[src/common/cilr_pkg.sv]
// Constants, register map and source codes for the camera I/O line routing.
// Assumes a 32-bit classic Wishbone slave with byte addressing.
package cilr_pkg;

   // ==========================================================
   // Bus geometry
   localparam int WB_AW = 8;
   localparam int WB_DW = 32;

   // ==========================================================
   // Register byte offsets
   localparam logic [7:0] CTRL_OFS     = 8'h00;
   localparam logic [7:0] OUTCFG_OFS   = 8'h04;
   localparam logic [7:0] LINESEL_OFS  = 8'h08;
   localparam logic [7:0] LINESTAT_OFS = 8'h0C;
   localparam logic [7:0] LINEALL_OFS  = 8'h10;

   // ==========================================================
   // Field positions
   localparam int CTRL_TRIG_BIT   = 0;
   localparam int CTRL_LEGACY_BIT = 1;
   localparam int OUTCFG_SRC_LSB  = 0;
   localparam int OUTCFG_INV_BIT  = 4;
   localparam int OUTCFG_USER_BIT = 8;
   localparam int LINE_IN_IDX     = 0;
   localparam int LINE_OUT_IDX    = 1;

   // ==========================================================
   // Output source codes
   typedef enum logic [2:0] {
      SRC_TRIG_WAIT  = 3'h0,
      SRC_TRIG_READY = 3'h1,
      SRC_EXPOSURE   = 3'h2,
      SRC_TIMER1     = 3'h3,
      SRC_USER       = 3'h4
   } cilr_src_e;

   // ==========================================================
   // Values after reset and counts
   localparam logic      TRIG_ASSIGN_RST = 1'b1;
   localparam logic      LEGACY_RST      = 1'b0;
   localparam cilr_src_e SRC_RST         = SRC_EXPOSURE;
   localparam logic      INV_RST         = 1'b0;
   localparam logic      USER_VAL_RST    = 1'b0;
   localparam logic      LINE_SEL_RST    = 1'b0;
   localparam int        SYNC_DEPTH      = 2;

endpackage

[src/common/cilr_sel_if.sv]
// Carrier between the routing core and the output line driver.
// Assumes both ends share ref_clk; no timing of its own.
`timescale 1ns/100ps
interface cilr_sel_if;
   import cilr_pkg::*;
   cilr_src_e src;
   logic      inv;
   logic      user_val;
   logic      legacy;
   logic      trig_wait;
   logic      trig_ready;
   logic      exp_act;
   logic      timer1;
   logic      line_drive;

   modport ctl (
      output src, inv, user_val, legacy,
      output trig_wait, trig_ready, exp_act, timer1,
      input  line_drive
   );
   modport drv (
      input  src, inv, user_val, legacy,
      input  trig_wait, trig_ready, exp_act, timer1,
      output line_drive
   );
endinterface

[src/verilog/cilr_out_drive.sv]
// Output line driver: source selection, inversion, registered drive.
// Assumes all inputs are synchronous to ref_clk.
`timescale 1ns/100ps
module cilr_out_drive (
   // Clock and reset
   input  wire logic ref_clk,
   input  wire logic rstn,
   // Selection and sources
   cilr_sel_if.drv   sel
);
   import cilr_pkg::*;

   // ==========================================================
   // State
   typedef struct packed {
      logic drive;
   } cilr_drv_s;

   cilr_drv_s state_reg;
   cilr_drv_s state_next;
   logic      pre_inv;

   always_comb begin
      // Trigger wait exists only in standard mode.
      unique case (sel.src)
         SRC_TRIG_WAIT:  pre_inv = sel.trig_wait & ~sel.legacy;
         SRC_TRIG_READY: pre_inv = sel.trig_ready;
         SRC_EXPOSURE:   pre_inv = sel.exp_act;
         SRC_TIMER1:     pre_inv = sel.timer1;
         SRC_USER:       pre_inv = sel.user_val;
         default:        pre_inv = 1'b0;
      endcase
      state_next       = state_reg;
      state_next.drive = pre_inv ^ sel.inv;
   end

   always_ff @(posedge ref_clk or negedge rstn) begin
      if (!rstn) begin
         state_reg <= '0;
      end else begin
         state_reg <= state_next;
      end
   end

   assign sel.line_drive = state_reg.drive;

endmodule

[src/verilog/cilr_top.sv]
// Camera I/O line routing core with a classic Wishbone register slave.
// Assumes one clock, ref_clk at 200 MHz, and an asynchronous input line.
//
// Design decisions made here: register access over Wishbone and the placing of the registers.
`timescale 1ns/100ps
module cilr_top #(
   parameter int SYNC_STAGES = cilr_pkg::SYNC_DEPTH
) (
   // Clock and reset
   input  wire logic                        ref_clk,
   input  wire logic                        rstn,
   // Wishbone slave
   input  wire logic                        wb_cyc_i,
   input  wire logic                        wb_stb_i,
   input  wire logic                        wb_we_i,
   input  wire logic [cilr_pkg::WB_AW-1:0]  wb_adr_i,
   input  wire logic [3:0]                  wb_sel_i,
   input  wire logic [cilr_pkg::WB_DW-1:0]  wb_dat_i,
   output logic      [cilr_pkg::WB_DW-1:0]  wb_dat_o,
   output logic                             wb_ack_o,
   // Physical lines
   input  wire logic                        input_line,
   output logic                             out_transistor_on,
   // Acquisition side
   input  wire logic                        sensor_exposing,
   input  wire logic                        trig_wait_in,
   input  wire logic                        trig_ready_in,
   input  wire logic                        timer1_in,
   output logic                             frame_start_trigger,
   output logic                             acq_start_trigger,
   output logic                             user_input_level,
   output logic                             exposure_active_flag
);
   import cilr_pkg::*;

   // ==========================================================
   // Parameter check
   if (SYNC_STAGES < 2) begin : g_bad_sync
      $error("SYNC_STAGES must be at least 2");
   end

   // ==========================================================
   // Bus states
   typedef enum logic [1:0] {
      BUS_IDLE = 2'b01,
      BUS_ACK  = 2'b10
   } cilr_bus_e;

   // ==========================================================
   // State
   typedef struct packed {
      cilr_bus_e               bus;
      logic                    ack;
      logic [WB_DW-1:0]        rdata;
      logic                    trig_assign;
      logic                    legacy;
      logic                    line_sel;
      cilr_src_e               src;
      logic                    inv;
      logic                    user_val;
      logic [SYNC_STAGES-1:0]  sync;
      logic                    exp_flag;
      logic                    frame_trig;
      logic                    acq_trig;
      logic                    user_in;
   } cilr_top_s;

   cilr_top_s        state_reg;
   cilr_top_s        state_next;
   cilr_sel_if       sel_bus ();
   logic             line_level;
   logic             req;
   logic             ext_trig;
   logic [WB_DW-1:0] rd_mux;
   logic [WB_DW-1:0] ctrl_word;
   logic [WB_DW-1:0] outcfg_word;
   logic [1:0]       lines_all;

   // The last synchroniser stage is the only one read outside the chain.
   assign line_level = state_reg.sync[SYNC_STAGES-1];
   assign req        = wb_cyc_i & wb_stb_i;

   // ==========================================================
   // Readback words
   always_comb begin
      ctrl_word                     = '0;
      ctrl_word[CTRL_TRIG_BIT]      = state_reg.trig_assign;
      ctrl_word[CTRL_LEGACY_BIT]    = state_reg.legacy;
      outcfg_word                   = '0;
      outcfg_word[OUTCFG_SRC_LSB +: 3] = state_reg.src;
      outcfg_word[OUTCFG_INV_BIT]   = state_reg.inv;
      outcfg_word[OUTCFG_USER_BIT]  = state_reg.user_val;
      lines_all                     = '0;
      lines_all[LINE_IN_IDX]        = line_level;
      lines_all[LINE_OUT_IDX]       = sel_bus.line_drive;
      unique case (wb_adr_i)
         CTRL_OFS:     rd_mux = ctrl_word;
         OUTCFG_OFS:   rd_mux = outcfg_word;
         LINESEL_OFS:  rd_mux = {{(WB_DW-1){1'b0}}, state_reg.line_sel};
         LINESTAT_OFS: rd_mux = {{(WB_DW-1){1'b0}},
                                 lines_all[state_reg.line_sel]};
         LINEALL_OFS:  rd_mux = {{(WB_DW-2){1'b0}}, lines_all};
         default:      rd_mux = '0;
      endcase
   end

   // ==========================================================
   // Next state
   always_comb begin
      state_next = state_reg;

      // Synchroniser chain for the asynchronous input line.
      state_next.sync = {state_reg.sync[SYNC_STAGES-2:0],
                         input_line};

      // Exposure flag follows the sensor with one register of delay.
      state_next.exp_flag = sensor_exposing;

      // Trigger routing: a trigger-assigned line feeds exactly one trigger by mode.
      ext_trig = line_level & state_reg.trig_assign;
      state_next.frame_trig = ext_trig & ~state_reg.legacy;
      state_next.acq_trig   = ext_trig & state_reg.legacy;

      // A trigger-assigned line never shows up as a user input.
      state_next.user_in = line_level & ~state_reg.trig_assign;

      // Bus slave: one ack per request, dropped the next cycle.
      unique case (state_reg.bus)
         BUS_IDLE: begin
            state_next.ack = 1'b0;
            if (req) begin
               state_next.bus   = BUS_ACK;
               state_next.ack   = 1'b1;
               state_next.rdata = wb_we_i ? '0 : rd_mux;
               if (wb_we_i) begin
                  unique case (wb_adr_i)
                     CTRL_OFS: begin
                        if (wb_sel_i[0]) begin
                           state_next.trig_assign =
                              wb_dat_i[CTRL_TRIG_BIT];
                           state_next.legacy =
                              wb_dat_i[CTRL_LEGACY_BIT];
                        end
                     end
                     OUTCFG_OFS: begin
                        if (wb_sel_i[0]) begin
                           state_next.src = cilr_src_e'(
                              wb_dat_i[OUTCFG_SRC_LSB +: 3]);
                           state_next.inv =
                              wb_dat_i[OUTCFG_INV_BIT];
                        end
                        if (wb_sel_i[1]) begin
                           state_next.user_val =
                              wb_dat_i[OUTCFG_USER_BIT];
                        end
                     end
                     LINESEL_OFS: begin
                        if (wb_sel_i[0]) begin
                           state_next.line_sel = wb_dat_i[0];
                        end
                     end
                     default: begin
                        state_next.line_sel = state_reg.line_sel;
                     end
                  endcase
               end
            end
         end
         BUS_ACK: begin
            // Master releases after this edge; no second ack.
            state_next.bus   = BUS_IDLE;
            state_next.ack   = 1'b0;
            state_next.rdata = '0;
         end
         default: begin
            state_next.bus   = BUS_IDLE;
            state_next.ack   = 1'b0;
            state_next.rdata = '0;
         end
      endcase
   end

   // ==========================================================
   // State register
   always_ff @(posedge ref_clk or negedge rstn) begin
      if (!rstn) begin
         state_reg             <= '0;
         state_reg.bus         <= BUS_IDLE;
         state_reg.trig_assign <= TRIG_ASSIGN_RST;
         state_reg.legacy      <= LEGACY_RST;
         state_reg.line_sel    <= LINE_SEL_RST;
         state_reg.src         <= SRC_RST;
         state_reg.inv         <= INV_RST;
         state_reg.user_val    <= USER_VAL_RST;
      end else begin
         state_reg <= state_next;
      end
   end

   // ==========================================================
   // Output line driver
   assign sel_bus.src        = state_reg.src;
   assign sel_bus.inv        = state_reg.inv;
   assign sel_bus.user_val   = state_reg.user_val;
   assign sel_bus.legacy     = state_reg.legacy;
   assign sel_bus.trig_wait  = trig_wait_in;
   assign sel_bus.trig_ready = trig_ready_in;
   assign sel_bus.exp_act    = state_reg.exp_flag;
   assign sel_bus.timer1     = timer1_in;

   cilr_out_drive u_out (
      .ref_clk (ref_clk),
      .rstn    (rstn),
      .sel     (sel_bus.drv)
   );

   // ==========================================================
   // Outputs
   assign wb_dat_o             = state_reg.rdata;
   assign wb_ack_o             = state_reg.ack;
   assign out_transistor_on    = sel_bus.line_drive;
   assign frame_start_trigger  = state_reg.frame_trig;
   assign acq_start_trigger    = state_reg.acq_trig;
   assign user_input_level     = state_reg.user_in;
   assign exposure_active_flag = state_reg.exp_flag;

endmodule

[config.mk]
export PLATFORM = sky130hd
export DESIGN_NAME = cilr_top
export DESIGN_NICKNAME = d
export VERILOG_FILES = /design/src/common/cilr_pkg.sv /design/src/common/cilr_sel_if.sv /design/src/verilog/cilr_out_drive.sv /design/src/verilog/cilr_top.sv
export SDC_FILE = /design/constraint.sdc
export NUM_CORES = 1
export LEC_CHECK = 0
export BUFFER_PORTS_ARGS = -buffer_cell sky130_fd_sc_hd__buf_2
export CAP_MARGIN = 20
export CORE_MARGIN = 2
export CORE_UTILIZATION = 43
export DETAILED_ROUTE_END_ITERATION = 12
export GPL_TIMING_DRIVEN = 0
export PLACE_DENSITY = 0.85
export SLEW_MARGIN = 5
export SYNTH_ARGS = -nofsm -noshare
export SYNTH_HDL_FRONTEND = slang
export SYNTH_SLANG_ARGS = --single-unit
[constraint.sdc]
create_clock -name ref_clk -period 3.05 [get_ports ref_clk]
set_clock_uncertainty 0.05 [all_clocks]
set_input_delay 0.4575 -clock ref_clk [delete_from_list [all_inputs] [get_ports ref_clk]]
set_output_delay 0.4575 -clock ref_clk [all_outputs]
set_load 0.005 [all_outputs]
==> impl_metrics.toml <==
[outcome]
status = "finished clean"

[yosys]
synthSimpleGateAreaFrac = 0.134
synth_edf_count = 0
synth.top_cells.by_count = "32 x buf_4, 20 x dfrtp_1, 7 x mux2_2"
synthArstFlopShare = 1.00
muxShareOfSynthArea = 0.116
yosysTopAreaCellShare = 0.407
postSynthAreaPerCell_um2 = 10.8
synth_compound_area_frac = 0.0579
yosysSeqAreaShare = 0.471
synth_fa_ha_area_frac = 0
yosysTopAreaCell = "dfrtp_1"
synth_cells = 114
yosysMostFrequentCell = "buf_4"
synth_area_leaders = "dfrtp_1 41%, buf_4 20%, dfstp_2 6.4%"
synth-seq-cells = 23
synth_cell_types = 31
synth_warnings = 0
synth_top_family_by_area = "buffers and inverters"
syn_area_um2 = 1230
synth-xor-area-share = 0.00711
synth_ff_type = "dfrtp_1"

[hold_path]
hp-class = "in2async"

[worst_setup_path]
crit_required_ns = 3.20
crit_path_max_incr_delay_ns = 0.55
cp-end-kind = "flip-flop"
cp.arrival_ns = 2.09
start_kind = "flip-flop"
cp_slowest_cell = "dfstp_2"
crit_fanout = 5
path_class = "reg2reg"
crit_chain = "nand4b_1 -> inv_1 -> and4b_1 -> and3_1 -> buf_2 -> mux2_2"

[drt]
vias = 895
drt-initial-drc-count = 10
via_per_inst = 4.26
dr.pass1.iters = 4
ant_nets = 0
routedWlPerCell_um = 9.88
wl_met3_um = 157
top_layer = "met4"
met1_length_um = 879
totalWireLength_mm = 2.08
met2_length_mm = 1.02
drc = 0

[cells_and_area]
largest_register_ffs = 5
fillerInstances = 256
final_core_util = 0.574
final_nets = 234
n_antenna_cell = 0
layout-drive-gt1-share = 0.458
area_growth_pct = 27.4
fin_area_um2 = 1570

[clock_network]
clk_path_buf_depth = 2
cts_made_buffers = 3
cts_tree = "yes"
ctsResizeCount = 0
root_buffer = "clkbuf_4"
cts_hold_buffers = 0
numClockSinks = 23
cts_setup_buffers = 0
h-tree-depth = 1
path_clk_slew_ns = 0.12
clk_latency_ns = 0.30

[timing]
grt_setup_unrepaired = "no"
finalHoldViolations = 0
setup-tns-final_ns = 0
fmax_mhz = 515
slew_violations = 0
fin_crit_sh = 0.636
min_period_ns = 1.94
setup_viol = 0
fin_ws_ns = 1.11

[global_route]
grt_pass1_vias = 819
grt_max_degree = 24
antenna_found_initial = 0
grt_pass1_wl_mm = 3.38
gr-total-overflow = 0
grt_util_all_layers = 0.128

[run]
maxCapViolCount = 0

[power]
clkPwrFrac = 0.257
peakVddDrop_mv = 0.293
p_int_uw = 407
swShare = 0.234
p_sw_uw = 125
pwr-share-comb = 0.149
leakagePower_nw = 0.905
seq_power_share = 0.594
power_density_nw_per_um2 = 339

[placement]
place.gp.congestion = 0.819
dp_slack_ns = 0.998
io_buffers = 35
postPlaceCellArea_um2 = 1540
hpwl_mm = 1.76

[floorplan]
ios = 92
dieWidth_um = 57.5
die_h_um = 57.5
core_area_um2 = 2730
dieArea_um2 = 3310
rows = 19
start_util = 0.450
==> cell type report <==
cell class	instances	area, µm²	area share
well taps	31	38.8	0.0247
flip-flops and latches	23	579	0.369
repair buffers	35	175	0.112
plain buffers	33	245	0.156
inverters	4	15.0	0.00957
clock buffers	4	26.3	0.0167
multi-input cells	80	489	0.312
==> final timing paths <==
check | startpoint | endpoint | slack, ns | depth (start not counted)
max reg2reg | state_reg[47]$_DFFE_PN1P_ | sel_bus.src[2]$_DFFE_PN0P_ | 1.11 | 6
max | state_reg[47]$_DFFE_PN1P_ | sel_bus.src[2]$_DFFE_PN0P_ | 1.11 | 6
min | rstn | sel_bus.legacy$_DFFE_PN0P_ | 0.04 | 1
max in group asynchronous | rstn | state_reg[47]$_DFFE_PN1P_ | 2.56 | 1
min reg2reg | state_next[5]$_DFF_PN0_ | line_level$_DFF_PN0_ | 0.31 | 0
min in group ref_clk | input_line | state_next[5]$_DFF_PN0_ | 0.20 | 1
==> critical path: cells and delay by family, from the launching register on <==
family | cells | cell delay (ns)
muxes | 1 | 0.34
and+or+nand+nor | 3 | 0.64
buffers and inverters | 2 | 0.27
DFF | 1 | 0.55
==> routing by layer <==
layer  global-route usage  vias to the layer above
met2                0.231                       39
met3               0.0204                        2
met1                0.157                      398
met5                    0                        -
li1                     -                      456
met4               0.0399                        0
==> cell families after synthesis <==
kind of cell	after synthesis
XOR/XNOR	1
AND/OR/NAND/NOR	29
buffers and inverters	37
AO/OA/AOI/OAI	11
other	1
multiplexers	12
flip-flops	23
==> cells in the final DEF, fill, tap and decap left out, drive strengths merged <==
cell and n:
nand4b 1, or3 1, nand3b 1, or4 1, and3b 1, o21ai 2, nor2b 3, xnor2 1
o31ai 1, and3 2, a22o 3, and4b 1, mux4 1, mux2 8, dfrtp 20, dfstp 3
nand2b 2, clkbuf 4, nand3 1, inv 4, nor3 2, a21oi 4, nand2 6, conb 27
and2 1, a22oi 1, nor4bb 1, mux2i 3, nor2 5, buf 68
==> per-stage QoR <==
| step | instances | hold slack (ns) | total power, mW |
|---|---|---|---|
| 6_report | 210 | 0.0412 | 0.531 |
| 5_1_grt | 210 | 0.0825 | 0.554 |
| 4_1_cts | 210 | 0.0564 | 0.534 |
| 3_5_place_dp | 206 | 0.288 | 0.400 |
| 3_3_place_gp | 206 | 0.284 | 0.398 |
| 2_1_floorplan | 140 | 0.112 | 0.369 |
==> power groups by stage <==
stage	sequential, mW	combinational, mW	clock [mW]
finish	0.316	0.0792	0.137
floorplan	0.321	0.0477	0
global route	0.317	0.0888	0.149
detailed placement	0.321	0.0783	0
CTS	0.316	0.0783	0.140
global placement	0.321	0.0771	0
(Power assumes the default switching activity.)
